`src/hdl/avf_pkg.sv`:
```
// Constants, types and helpers for the analog value formatter
`default_nettype none
package avf_pkg;

  ////////////////////////////////////////////////////////////////////////////
  // Register map and control field layout
  localparam logic [7:0] A_CTRL = 8'h00;
  localparam logic [7:0] A_STAT = 8'h04;
  localparam logic [7:0] A_WORD = 8'h08;
  localparam logic [7:0] A_SETP = 8'h0C;
  localparam logic [7:0] A_LINK = 8'h10;
  localparam logic [7:0] A_BAUD = 8'h14;
  localparam int CTRL_W = 12;
  localparam logic [CTRL_W-1:0] CTRL_RST = 12'h000;
  localparam int C_FMT = 0;
  localparam int C_RES = 2;
  localparam int C_ALN = 4;
  localparam int C_REV = 5;
  localparam int C_VAR = 6;
  localparam int C_MODE = 8;

  ////////////////////////////////////////////////////////////////////////////
  // Encodings
  localparam logic [1:0] FMT_SIGNED = 2'h0;
  localparam logic [1:0] FMT_UNSIGNED = 2'h1;
  localparam logic [1:0] FMT_DIM = 2'h2;
  localparam logic [1:0] VAR_IN = 2'h0;
  localparam logic [1:0] VAR_OUT = 2'h1;
  localparam logic [1:0] VAR_INOUT = 2'h2;
  typedef enum logic [3:0] {
    M_V0_10, M_V5_10, M_VPM10, M_V0_5, M_VPM5, M_I4_20, M_I0_20,
    M_PT100, M_PT1000, M_TJ_UNG, M_TJ_GND, M_TK_UNG, M_TK_GND
  } avf_mode_e;

  ////////////////////////////////////////////////////////////////////////////
  // Link figures
  localparam int unsigned CLK_HZ = 10_000_000;
  localparam int unsigned CYCLE_MS = 10;
  localparam int unsigned REF10_IN_MS = 40;
  localparam int unsigned REF10_OUT_MS = 20;
  localparam int unsigned REF10_IO_MS = 60;
  localparam logic [31:0] MEDIUM_BAUD_RATE = 32'h0000_9600;
  localparam logic [7:0] REV11 = 8'h11;
  localparam logic [7:0] REV10 = 8'h10;
  localparam logic [7:0] FRAME_2V = 8'h2F;
  localparam logic [7:0] FRAME_1 = 8'h01;
  localparam logic [3:0] PD_IN_BYTES = 4'h3;
  localparam logic [3:0] PD_OUT_BYTES = 4'h2;
  localparam logic [7:0] PD_STATUS = 8'h00;

  ////////////////////////////////////////////////////////////////////////////
  // Helpers
  function automatic logic [4:0] avf_bits(input logic [1:0] r);
    case (r)
      2'h0: avf_bits = 5'h10;
      2'h1: avf_bits = 5'h0E;
      2'h2: avf_bits = 5'h0C;
      default: avf_bits = 5'h0A;
    endcase
  endfunction : avf_bits

  function automatic logic [15:0] avf_fs(input logic [4:0] n);
    avf_fs = 16'(17'((18'h00001 << n) - 18'h00001));
  endfunction : avf_fs

  function automatic logic [15:0] avf_hs(input logic [4:0] n);
    avf_hs = avf_fs(n) >> 1;
  endfunction : avf_hs

  function automatic logic [15:0] avf_align(input logic [15:0] c, input logic [4:0] n, input logic l);
    avf_align = l ? 16'(c << (5'h10 - n)) : c;
  endfunction : avf_align

  function automatic logic [15:0] avf_unalign(input logic [15:0] w, input logic [4:0] n, input logic l);
    avf_unalign = l ? (w >> (5'h10 - n)) : (w & avf_fs(n));
  endfunction : avf_unalign

  function automatic logic avf_msb(input logic [15:0] c, input logic [4:0] n);
    avf_msb = c[4'(n - 5'h01)];
  endfunction : avf_msb

  // Range limits {min,max}: mV, uA or 0.1 degC; out selects nominal range
  function automatic logic [63:0] avf_limits(input avf_mode_e m, input logic out);
    case (m)
      M_V0_10: avf_limits = out ? {32'sd0, 32'sd10000} : {-32'sd500, 32'sd10500};
      M_V5_10: avf_limits = out ? {32'sd5000, 32'sd10000} : {32'sd4500, 32'sd10500};
      M_VPM10: avf_limits = out ? {-32'sd10000, 32'sd10000} : {-32'sd10500, 32'sd10500};
      M_V0_5: avf_limits = out ? {32'sd0, 32'sd5000} : {-32'sd500, 32'sd5500};
      M_VPM5: avf_limits = out ? {-32'sd5000, 32'sd5000} : {-32'sd5500, 32'sd5500};
      M_I4_20: avf_limits = out ? {32'sd4000, 32'sd20000} : {32'sd3800, 32'sd20500};
      M_I0_20: avf_limits = out ? {32'sd0, 32'sd20000} : {32'sd0, 32'sd20500};
      M_TJ_UNG: avf_limits = {-32'sd1000, 32'sd12000};
      M_TK_UNG: avf_limits = {-32'sd1800, 32'sd13700};
      M_TJ_GND, M_TK_GND: avf_limits = {-32'sd1000, 32'sd4000};
      default: avf_limits = {-32'sd2000, 32'sd8500};
    endcase
  endfunction : avf_limits

endpackage : avf_pkg
`default_nettype wire

```
`src/hdl/avf_formatter.sv`:
```
// Analog value formatter: sample encoding, setpoint decoding, process data latch
//
// Added by the designer: the register addresses and the APB register port.
`default_nettype none
module avf_formatter #(
  parameter int unsigned CYC_10MS = avf_pkg::CYCLE_MS * (avf_pkg::CLK_HZ / 1000),
  parameter int unsigned CYC_20MS = avf_pkg::REF10_OUT_MS * (avf_pkg::CLK_HZ / 1000),
  parameter int unsigned CYC_40MS = avf_pkg::REF10_IN_MS * (avf_pkg::CLK_HZ / 1000),
  parameter int unsigned CYC_60MS = avf_pkg::REF10_IO_MS * (avf_pkg::CLK_HZ / 1000)
) (
  // Clock and reset
  input wire logic pclk,
  input wire logic presetn,
  // APB slave
  input wire logic psel,
  input wire logic penable,
  input wire logic pwrite,
  input wire logic [7:0] paddr,
  input wire logic [31:0] pwdata,
  output logic [31:0] prdata,
  output logic pready,
  output logic pslverr,
  // Converter samples
  input wire logic sample_valid,
  input wire logic signed [31:0] sample_value,
  output logic sample_ready,
  // Process data exchange
  output logic pd_tick,
  output logic [23:0] pd_in_bytes,
  input wire logic pd_out_strobe,
  input wire logic [15:0] pd_out_word,
  // Output stage setpoint
  output logic signed [31:0] setpoint,
  output logic setpoint_valid
);
  import avf_pkg::*;

  typedef enum logic [1:0] {ST_IDLE, ST_DIV, ST_FIN} avf_st_e;

  ////////////////////////////////////////////////////////////////////////////
  // Configuration
  logic [CTRL_W-1:0] ctrl_q;
  logic [1:0] fmt;
  logic [4:0] nbits;
  logic aln;
  logic rev10;
  logic [1:0] vari;
  avf_mode_e mode;
  logic is_cur;
  logic offs_cls;
  assign fmt = ctrl_q[C_FMT +: 2];
  assign nbits = avf_bits(ctrl_q[C_RES +: 2]);
  assign aln = ctrl_q[C_ALN];
  assign rev10 = ctrl_q[C_REV];
  assign vari = ctrl_q[C_VAR +: 2];
  assign mode = avf_mode_e'(ctrl_q[C_MODE +: 4]);
  assign is_cur = (mode == M_I4_20) || (mode == M_I0_20);
  // Offset-from-minimum scaling classes
  assign offs_cls = (fmt == FMT_UNSIGNED) || is_cur || (mode == M_V5_10);

  ////////////////////////////////////////////////////////////////////////////
  // State
  avf_st_e st_q;
  logic job_q;
  logic neg_q;
  logic uns_q;
  logic aln_q;
  logic [4:0] n_q;
  logic [15:0] lim_q;
  logic signed [31:0] add_q;
  logic [31:0] quo_q;
  logic [32:0] rem_q;
  logic [31:0] den_q;
  logic [4:0] cnt_q;
  logic [15:0] enc_word_q;
  logic signed [31:0] setpoint_q;
  logic spv_q;
  logic dec_pend_q;
  logic [15:0] out_q;
  logic enc_go;
  logic dec_go;
  assign sample_ready = (st_q == ST_IDLE) && !dec_pend_q;
  assign enc_go = sample_valid && sample_ready;
  assign dec_go = dec_pend_q && (st_q == ST_IDLE);

  ////////////////////////////////////////////////////////////////////////////
  // Encode setup
  logic [63:0] ilim;
  logic signed [32:0] e_diff;
  logic [32:0] e_mag;
  logic [47:0] e_prod;
  logic [31:0] e_num;
  logic [31:0] e_den;
  logic [15:0] e_lim;
  logic e_neg;
  always_comb begin
    ilim = avf_limits(mode, 1'b0);
    e_lim = (fmt == FMT_UNSIGNED) ? avf_fs(nbits) : avf_hs(nbits);
    e_den = offs_cls ? 32'(ilim[31:0] - ilim[63:32]) : ilim[31:0];
    e_diff = offs_cls ? 33'(sample_value - $signed(ilim[63:32])) : 33'(sample_value);
    e_neg = e_diff[32] && !offs_cls;
    e_mag = e_diff[32] ? (offs_cls ? 33'h0 : 33'(-e_diff)) : 33'(e_diff);
    e_prod = e_mag[31:0] * e_lim;
    e_num = (e_prod[47:32] != 16'h0000) ? 32'hFFFF_FFFF : e_prod[31:0];
  end

  ////////////////////////////////////////////////////////////////////////////
  // Decode setup
  logic [63:0] olim;
  logic [15:0] d_code;
  logic [15:0] d_mag;
  logic [47:0] d_prod;
  logic [31:0] d_den;
  logic d_neg;
  logic signed [31:0] d_add;
  logic signed [31:0] d_dim;
  always_comb begin
    olim = avf_limits(mode, 1'b1);
    d_code = avf_unalign(out_q, nbits, aln);
    d_neg = (fmt == FMT_SIGNED) && !offs_cls && avf_msb(d_code, nbits);
    d_mag = d_neg ? 16'(17'((18'h00001 << nbits) - {2'b00, d_code})) : d_code;
    d_prod = offs_cls ? d_mag * 32'(olim[31:0] - olim[63:32]) : d_mag * olim[31:0];
    d_den = {16'h0000, (fmt == FMT_UNSIGNED) ? avf_fs(nbits) : avf_hs(nbits)};
    d_add = offs_cls ? $signed(olim[63:32]) : 32'sd0;
    d_dim = is_cur ? $signed({16'h0000, out_q}) : $signed({{16{out_q[15]}}, out_q});
  end

  ////////////////////////////////////////////////////////////////////////////
  // Finish stage
  logic [32:0] trial;
  logic [15:0] f_q;
  logic [15:0] f_code;
  assign trial = {rem_q[31:0], quo_q[31]};
  always_comb begin
    f_q = (quo_q > {16'h0000, lim_q}) ? lim_q : quo_q[15:0];
    f_code = (neg_q ? 16'(~f_q + 16'h0001) : f_q) & avf_fs(n_q);
  end

  ////////////////////////////////////////////////////////////////////////////
  // Shared divider and job sequencing
  always_ff @(posedge pclk or negedge presetn) begin
    if (!presetn) begin
      st_q <= ST_IDLE;
      job_q <= 1'b0;
      neg_q <= 1'b0;
      uns_q <= 1'b0;
      aln_q <= 1'b0;
      n_q <= 5'h10;
      lim_q <= 16'h0000;
      add_q <= 32'sd0;
      quo_q <= 32'h0;
      rem_q <= 33'h0;
      den_q <= 32'h1;
      cnt_q <= 5'h00;
      enc_word_q <= 16'h0000;
      setpoint_q <= 32'sd0;
      spv_q <= 1'b0;
    end else begin
      spv_q <= 1'b0;
      case (st_q)
        ST_IDLE: begin
          n_q <= nbits;
          aln_q <= aln;
          uns_q <= (fmt == FMT_UNSIGNED);
          rem_q <= 33'h0;
          cnt_q <= 5'h1F;
          if (dec_go) begin
            job_q <= 1'b1;
            neg_q <= d_neg;
            add_q <= d_add;
            if (fmt == FMT_DIM) begin
              setpoint_q <= d_dim;
              spv_q <= 1'b1;
            end else begin
              quo_q <= d_prod[31:0];
              den_q <= d_den;
              st_q <= ST_DIV;
            end
          end else if (enc_go) begin
            job_q <= 1'b0;
            neg_q <= e_neg;
            lim_q <= e_lim;
            if (fmt == FMT_DIM) begin
              enc_word_q <= sample_value[15:0];
            end else begin
              quo_q <= e_num;
              den_q <= e_den;
              st_q <= ST_DIV;
            end
          end
        end
        ST_DIV: begin
          if (trial >= {1'b0, den_q}) begin
            rem_q <= 33'(trial - {1'b0, den_q});
            quo_q <= {quo_q[30:0], 1'b1};
          end else begin
            rem_q <= trial;
            quo_q <= {quo_q[30:0], 1'b0};
          end
          cnt_q <= cnt_q - 5'h01;
          if (cnt_q == 5'h00) begin
            st_q <= ST_FIN;
          end
        end
        ST_FIN: begin
          if (job_q) begin
            setpoint_q <= (neg_q ? -$signed(quo_q) : $signed(quo_q)) + add_q;
            spv_q <= 1'b1;
          end else begin
            enc_word_q <= avf_align(f_code, n_q, aln_q);
          end
          st_q <= ST_IDLE;
        end
        default: st_q <= ST_IDLE;
      endcase
    end
  end
  assign setpoint = setpoint_q;
  assign setpoint_valid = spv_q;

  ////////////////////////////////////////////////////////////////////////////
  // Received output word; new arrival beats the clear
  always_ff @(posedge pclk or negedge presetn) begin
    if (!presetn) begin
      out_q <= 16'h0000;
      dec_pend_q <= 1'b0;
    end else if (pd_out_strobe && (vari != VAR_IN)) begin
      out_q <= pd_out_word;
      dec_pend_q <= 1'b1;
    end else if (dec_go) begin
      dec_pend_q <= 1'b0;
    end
  end

  ////////////////////////////////////////////////////////////////////////////
  // Process data refresh timer and latch
  logic [19:0] per_cyc;
  logic [7:0] per_ms;
  logic [19:0] tmr_q;
  logic tick_q;
  logic [23:0] pd_in_q;
  always_comb begin
    if (!rev10) begin
      per_cyc = 20'(CYC_10MS);
      per_ms = 8'(CYCLE_MS);
    end else if (vari == VAR_OUT) begin
      per_cyc = 20'(CYC_20MS);
      per_ms = 8'(REF10_OUT_MS);
    end else if (vari == VAR_INOUT) begin
      per_cyc = 20'(CYC_60MS);
      per_ms = 8'(REF10_IO_MS);
    end else begin
      per_cyc = 20'(CYC_40MS);
      per_ms = 8'(REF10_IN_MS);
    end
  end

  always_ff @(posedge pclk or negedge presetn) begin
    if (!presetn) begin
      tmr_q <= 20'h00000;
      tick_q <= 1'b0;
      pd_in_q <= 24'h000000;
    end else if (tmr_q >= per_cyc - 20'h00001) begin
      tmr_q <= 20'h00000;
      tick_q <= 1'b1;
      pd_in_q <= {enc_word_q, PD_STATUS};
    end else begin
      tmr_q <= tmr_q + 20'h00001;
      tick_q <= 1'b0;
    end
  end
  assign pd_tick = tick_q;
  assign pd_in_bytes = pd_in_q;

  ////////////////////////////////////////////////////////////////////////////
  // APB register file, zero wait states
  logic [31:0] link_word;
  logic [31:0] rd_d;
  logic err_d;
  logic [31:0] prdata_q;
  logic err_q;
  always_comb begin
    link_word = {rev10 ? REV10 : REV11, rev10 ? FRAME_1 : FRAME_2V,
                 (vari == VAR_OUT) ? 4'h0 : PD_IN_BYTES, (vari == VAR_IN) ? 4'h0 : PD_OUT_BYTES, per_ms};
    rd_d = 32'h0;
    err_d = pwrite && (paddr != A_CTRL);
    case (paddr)
      A_CTRL: rd_d = {20'h00000, ctrl_q};
      A_STAT: rd_d = {30'h0, dec_pend_q, st_q != ST_IDLE};
      A_WORD: rd_d = {16'h0000, enc_word_q};
      A_SETP: rd_d = setpoint_q;
      A_LINK: rd_d = link_word;
      A_BAUD: rd_d = MEDIUM_BAUD_RATE;
      default: err_d = 1'b1;
    endcase
  end

  always_ff @(posedge pclk or negedge presetn) begin
    if (!presetn) begin
      prdata_q <= 32'h0;
      err_q <= 1'b0;
    end else if (psel && !penable) begin
      prdata_q <= rd_d;
      err_q <= err_d;
    end
  end

  always_ff @(posedge pclk or negedge presetn) begin
    if (!presetn) begin
      ctrl_q <= CTRL_RST;
    end else if (psel && penable && pwrite && (paddr == A_CTRL)) begin
      ctrl_q <= pwdata[CTRL_W-1:0];
    end
  end
  assign pready = 1'b1;
  assign prdata = prdata_q;
  assign pslverr = err_q && psel && penable;

  ////////////////////////////////////////////////////////////////////////////
  // Checks
  logic [20:0] gap_q;
  logic [19:0] per_q;
  always_ff @(posedge pclk or negedge presetn) begin
    if (!presetn) begin
      gap_q <= 21'h0;
      per_q <= 20'h00000;
    end else begin
      per_q <= per_cyc;
      // Restart on a tick or on a period change
      gap_q <= (tick_q || (per_q != per_cyc)) ? 21'h1 : gap_q + 21'h1;
    end
  end
endmodule : avf_formatter
`default_nettype wire

```
`config.mk`:
```
export PLATFORM = sky130hd
export DESIGN_NAME = avf_formatter
export DESIGN_NICKNAME = d
export VERILOG_FILES = /design/src/hdl/avf_pkg.sv /design/src/hdl/avf_formatter.sv
export SDC_FILE = /design/constraint.sdc
export NUM_CORES = 2
export LEC_CHECK = 0
export ABC_AREA = 1
export ABC_CLOCK_PERIOD_IN_PS = 9840
export BUFFER_PORTS_ARGS = -buffer_cell sky130_fd_sc_hd__buf_2
export CAP_MARGIN = 20
export CELL_PAD_IN_SITES_DETAIL_PLACEMENT = 1
export CELL_PAD_IN_SITES_GLOBAL_PLACEMENT = 2
export CORE_MARGIN = 3
export CORE_UTILIZATION = 27
export DETAILED_ROUTE_END_ITERATION = 6
export PLACE_DENSITY = 0.75
export SLEW_MARGIN = 25
export SYNTH_ARGS = -nofsm -noshare
export SYNTH_HDL_FRONTEND = slang
export SYNTH_SLANG_ARGS = --single-unit
export TNS_END_PERCENT = 1
```
`constraint.sdc`:
```
create_clock -name pclk -period 9.84 [get_ports pclk]
set_input_delay 0.492 -clock pclk [delete_from_list [all_inputs] [get_ports pclk]]
set_output_delay 0.492 -clock pclk [all_outputs]
set_load 0.005 [all_outputs]
```
==> key figures <==
Yosys
  • Area share of the leading cell type in the synthesized netlist: 29.2%
  • Register bit total from synthesis: 284
  • Synth Warn #: 0
  • Leading post-synthesis cells by cell area: sky130_fd_sc_hd__fa_1, sky130_fd_sc_hd__dfrtp_1, sky130_fd_sc_hd__nand2_1
  • Most common cell in the netlist: sky130_fd_sc_hd__nand2_1
  • Asr flop ratio synth: 100%
  • Post-synthesis cell type with the largest combined area: sky130_fd_sc_hd__fa_1
  • Average cell area after synthesis: 7.39 µm²
  • Number of instances in the synthesized netlist: 7,904
  • Commonest cells in the netlist: sky130_fd_sc_hd__nand2_1, sky130_fd_sc_hd__inv_1, sky130_fd_sc_hd__fa_1
  • Leading register cell type out of synthesis: sky130_fd_sc_hd__dfrtp_1
  • EDFF count, synth: 0
  • Count of different cell masters after synthesis: 69
  • Fraction of the yosys area taken by sequential cells: 12.2%
  • Netlist Area Pre-Place: 58,400 µm²

Clocking
  • Root buffer cell: sky130_fd_sc_hd__clkbuf_16
  • Clock sink count: 284
  • Worst-Skew Late Latency: 560 ps
  • CTS max path bufs: 3
  • Clock tree from TritonCTS: yes
  • # H-tree levels: 2
  • Inserted Clock Buffers: 36
  • CTS clk-pin slew, worst paths: 70 ps

Routing
  • Via count: 56,800
  • Routed Antenna Nets: 0
  • Drt first pass iters: 5
  • Avg WL per Cell: 20.9 µm
  • Violation count after the first detailed-routing iteration: 3,439
  • Residual DRC: 0
  • Via density per instance: 4.86
  • Wire length after detailed routing: 244,000 µm

Timing
  • Worst Clk Skew: 18.3 ps
  • Final number of setup-violating endpoints: 32
  • Relative slew slack: 34.1%
  • Tightest hold margin: 167 ps
  • Maximum clock frequency: 0.0971 GHz
  • Slew at the pin closest to its max-slew limit: 985 ps
  • Hold Vio Cnt, Final: 0
  • Post-route clock period utilization: 105%
  • RSZ-0062 raised after global routing: yes
  • Post-route setup slack: -460 ps
  • Minimum clock period: 10,300 ps
  • Max Slew Vio Count: 0

Setup path
  • Required time at the worst-slack endpoint: 10,280 ps
  • Critical path type: reg -> reg
  • Worst-path maximum fanout: 7
  • Library cell contributing the largest single delay on the critical path: sky130_fd_sc_hd__fa_2
  • Capturing element type of the critical path: register
  • Arrival time of data at the critical path endpoint: 10,740 ps
  • Worst Setup SP: ctrl_q[9]
  • Start of the worst register-to-register path: ctrl_q[9]
  • Crit path top cell by count: sky130_fd_sc_hd__nand2_1
  • Critical Path Max Stage Delay: 610 ps
  • Startpoint kind of the worst setup timing path: register

Run
  • Max Cap Violations: 0

Finish
  • Net total in the final layout: 10,200
  • Final instance count without filler cells: 11,700
  • Synthesis-to-finish area growth: 23.3%
  • Final core area utilization: 33.5%
  • Filler instances: 26,500
  • Share of final-layout standard cells stronger than drive strength 1: 18.2%
  • Summed area of non-filler cells in the final layout: 72,100 µm²

Global routing
  • Total grt overflow: 0
  • Largest net degree at the start of global routing: 83
  • Antenna violations before repair: 13
  • Via count of the first global-routing pass: 61,800
  • Wire length of the first global-routing pass: 377,000 µm
  • Global Route Usage Sum: 21.8%

Run status
  • Result of the run: complete, but fails checks
  • Violations in the final reports: setup timing

Floorplanning
  • Vertical extent of the die: 471 µm
  • Number of placed I/O pins: 188
  • Die Area: 222,000 µm²
  • Starting density of the core: 27.2%
  • FP Rows: 170
  • DIE WIDTH: 471 µm
  • Placeable Area: 215,000 µm²

Placed design
  • Cell Area, Placed: 68,900 µm²
  • Number of instances in the placed design: 11,500
  • Gp weighted congestion: 0.912
  • Buffers on Ports: 158
  • HPWL after DPL: 207,000 µm

Hold path
  • Kind of path behind the tightest hold check: in -> reg
  • Startpoint of the tightest hold check path: pd_out_word[5]
==> metrics by stage <==
step / TNS [ps] / worst slack, ps
3_3_place_gp: -28050 / -1030
2_1_floorplan: 0 / 174
3_5_place_dp: -32770 / -1190
5_1_grt: -25090 / -900
6_report: -9880 / -460
4_1_cts: -7600 / -363
==> final timing paths <==
| check | end | slack [ps] | cells past startpoint |
|---|---|---|---|
| max | quo_q[5] | -460 | 63 |
| min reg2reg | tmr_q[0] | 470 | 1 |
| max in group asynchronous | neg_q | 7820 | 3 |
| min | out_q[5] | 170 | 2 |
| min in group asynchronous | tmr_q[0] | 500 | 2 |
| max reg2reg | quo_q[5] | -460 | 63 |
==> layout by cell type (no fill, tap or decap), drive strengths merged, types with 6 or more instances in the layout <==
cell       n
a31oi     42
nand2   1698
conb      16
a21o      15
dfrtp    282
buf     1125
mux2      28
o31ai     20
o221ai    14
a21oi    411
o21a      20
nand3b    17
a211oi    12
a21boi     7
ha       476
nor2     778
nor3      59
o21bai    25
nor4      28
o21ai    437
clkinv    27
clkbuf    48
a221oi     8
nor3b     10
inv     1580
nand4    119
fa       852
a22oi     23
xnor2     67
nand3    359
o211ai    45
xor2     113
or2       15
and2       6
o22ai     21
==> critical path, delay by kind of cell, from the launching register on <==
| family | cells | cell delay, ps |
|---|---|---|
| AND/OR/NAND/NOR | 29 | 3290 |
| XOR/XNOR | 1 | 140 |
| buffers and inverters | 15 | 1430 |
| flip-flops | 1 | 390 |
| AO/OA/AOI/OAI | 9 | 1070 |
| adder cells (fa/ha/maj) | 9 | 3810 |
==> area by class of cell <==
type	instances	area, µm²	share of cell area, %
timing repair buffer	1126	8570	11.9
sequential	284	7110	9.87
multi-input combinational	5766	45600	63.2
clock buffer	48	1020	1.41
antenna	5	12.5	0.0174
inverter	1595	6020	8.36
clock inverter	18	218	0.302
tap	2838	3550	4.93
==> layer usage <==
layer | global-route usage, % | part of all wire, % | up-vias
met5 | 0 | 0.0090 | -
met4 | 6.19 | 3.3 | 4
met1 | 29.8 | 46 | 28800
li1 | - | - | 26400
met3 | 1.85 | 4.3 | 297
met2 | 36.8 | 47 | 1213
==> cell families (layout without fill, tap and decap cells) <==
kind of cell / after synthesis / count (layout) / synth area share, %
compound gates: 1119 / 1119 / 10.8
xor+xnor: 180 / 180 / 2.70
fa+ha+maj: 1328 / 1328 / 39.4
buf+inv: 1868 / 2787 / 12.2
flops: 284 / 284 / 12.2
mux: 29 / 29 / 0.557
other cells: 2 / 21 / 0.0129
simple gates: 3094 / 3094 / 22.2
==> state kept, by name, indices dropped and copies added (netlist names) <==
signal,count
n_q,4
job_q,1
out_q,16
neg_q,1
st_q,2
add_q,10
pd_tick,1
den_q,32
lim_q,16
ctrl_q,12
tmr_q,20
quo_q,32
dec_pend_q,1
prdata,32
setpoint,32
cnt_q,5
err_q,1
rem_q,32
setpoint_valid,1
pd_in_bytes,16
aln_q,1
enc_word_q,16
==> repair_timing <==
| action | CTS | global route |
|---|---|---|
| setup buffers | 51 | 18 |
| endpoints found under the hold margin | 79 | 0 |
| pin swaps | 82 | 79 |
| hold buffers | 1 | 0 |
| resized for setup | 209 | 123 |
| endpoints found under the setup margin | 32 | 32 |
Power is not shown: default switching activity piles up to over one toggle a cycle in this logic, so the estimate is an artifact.
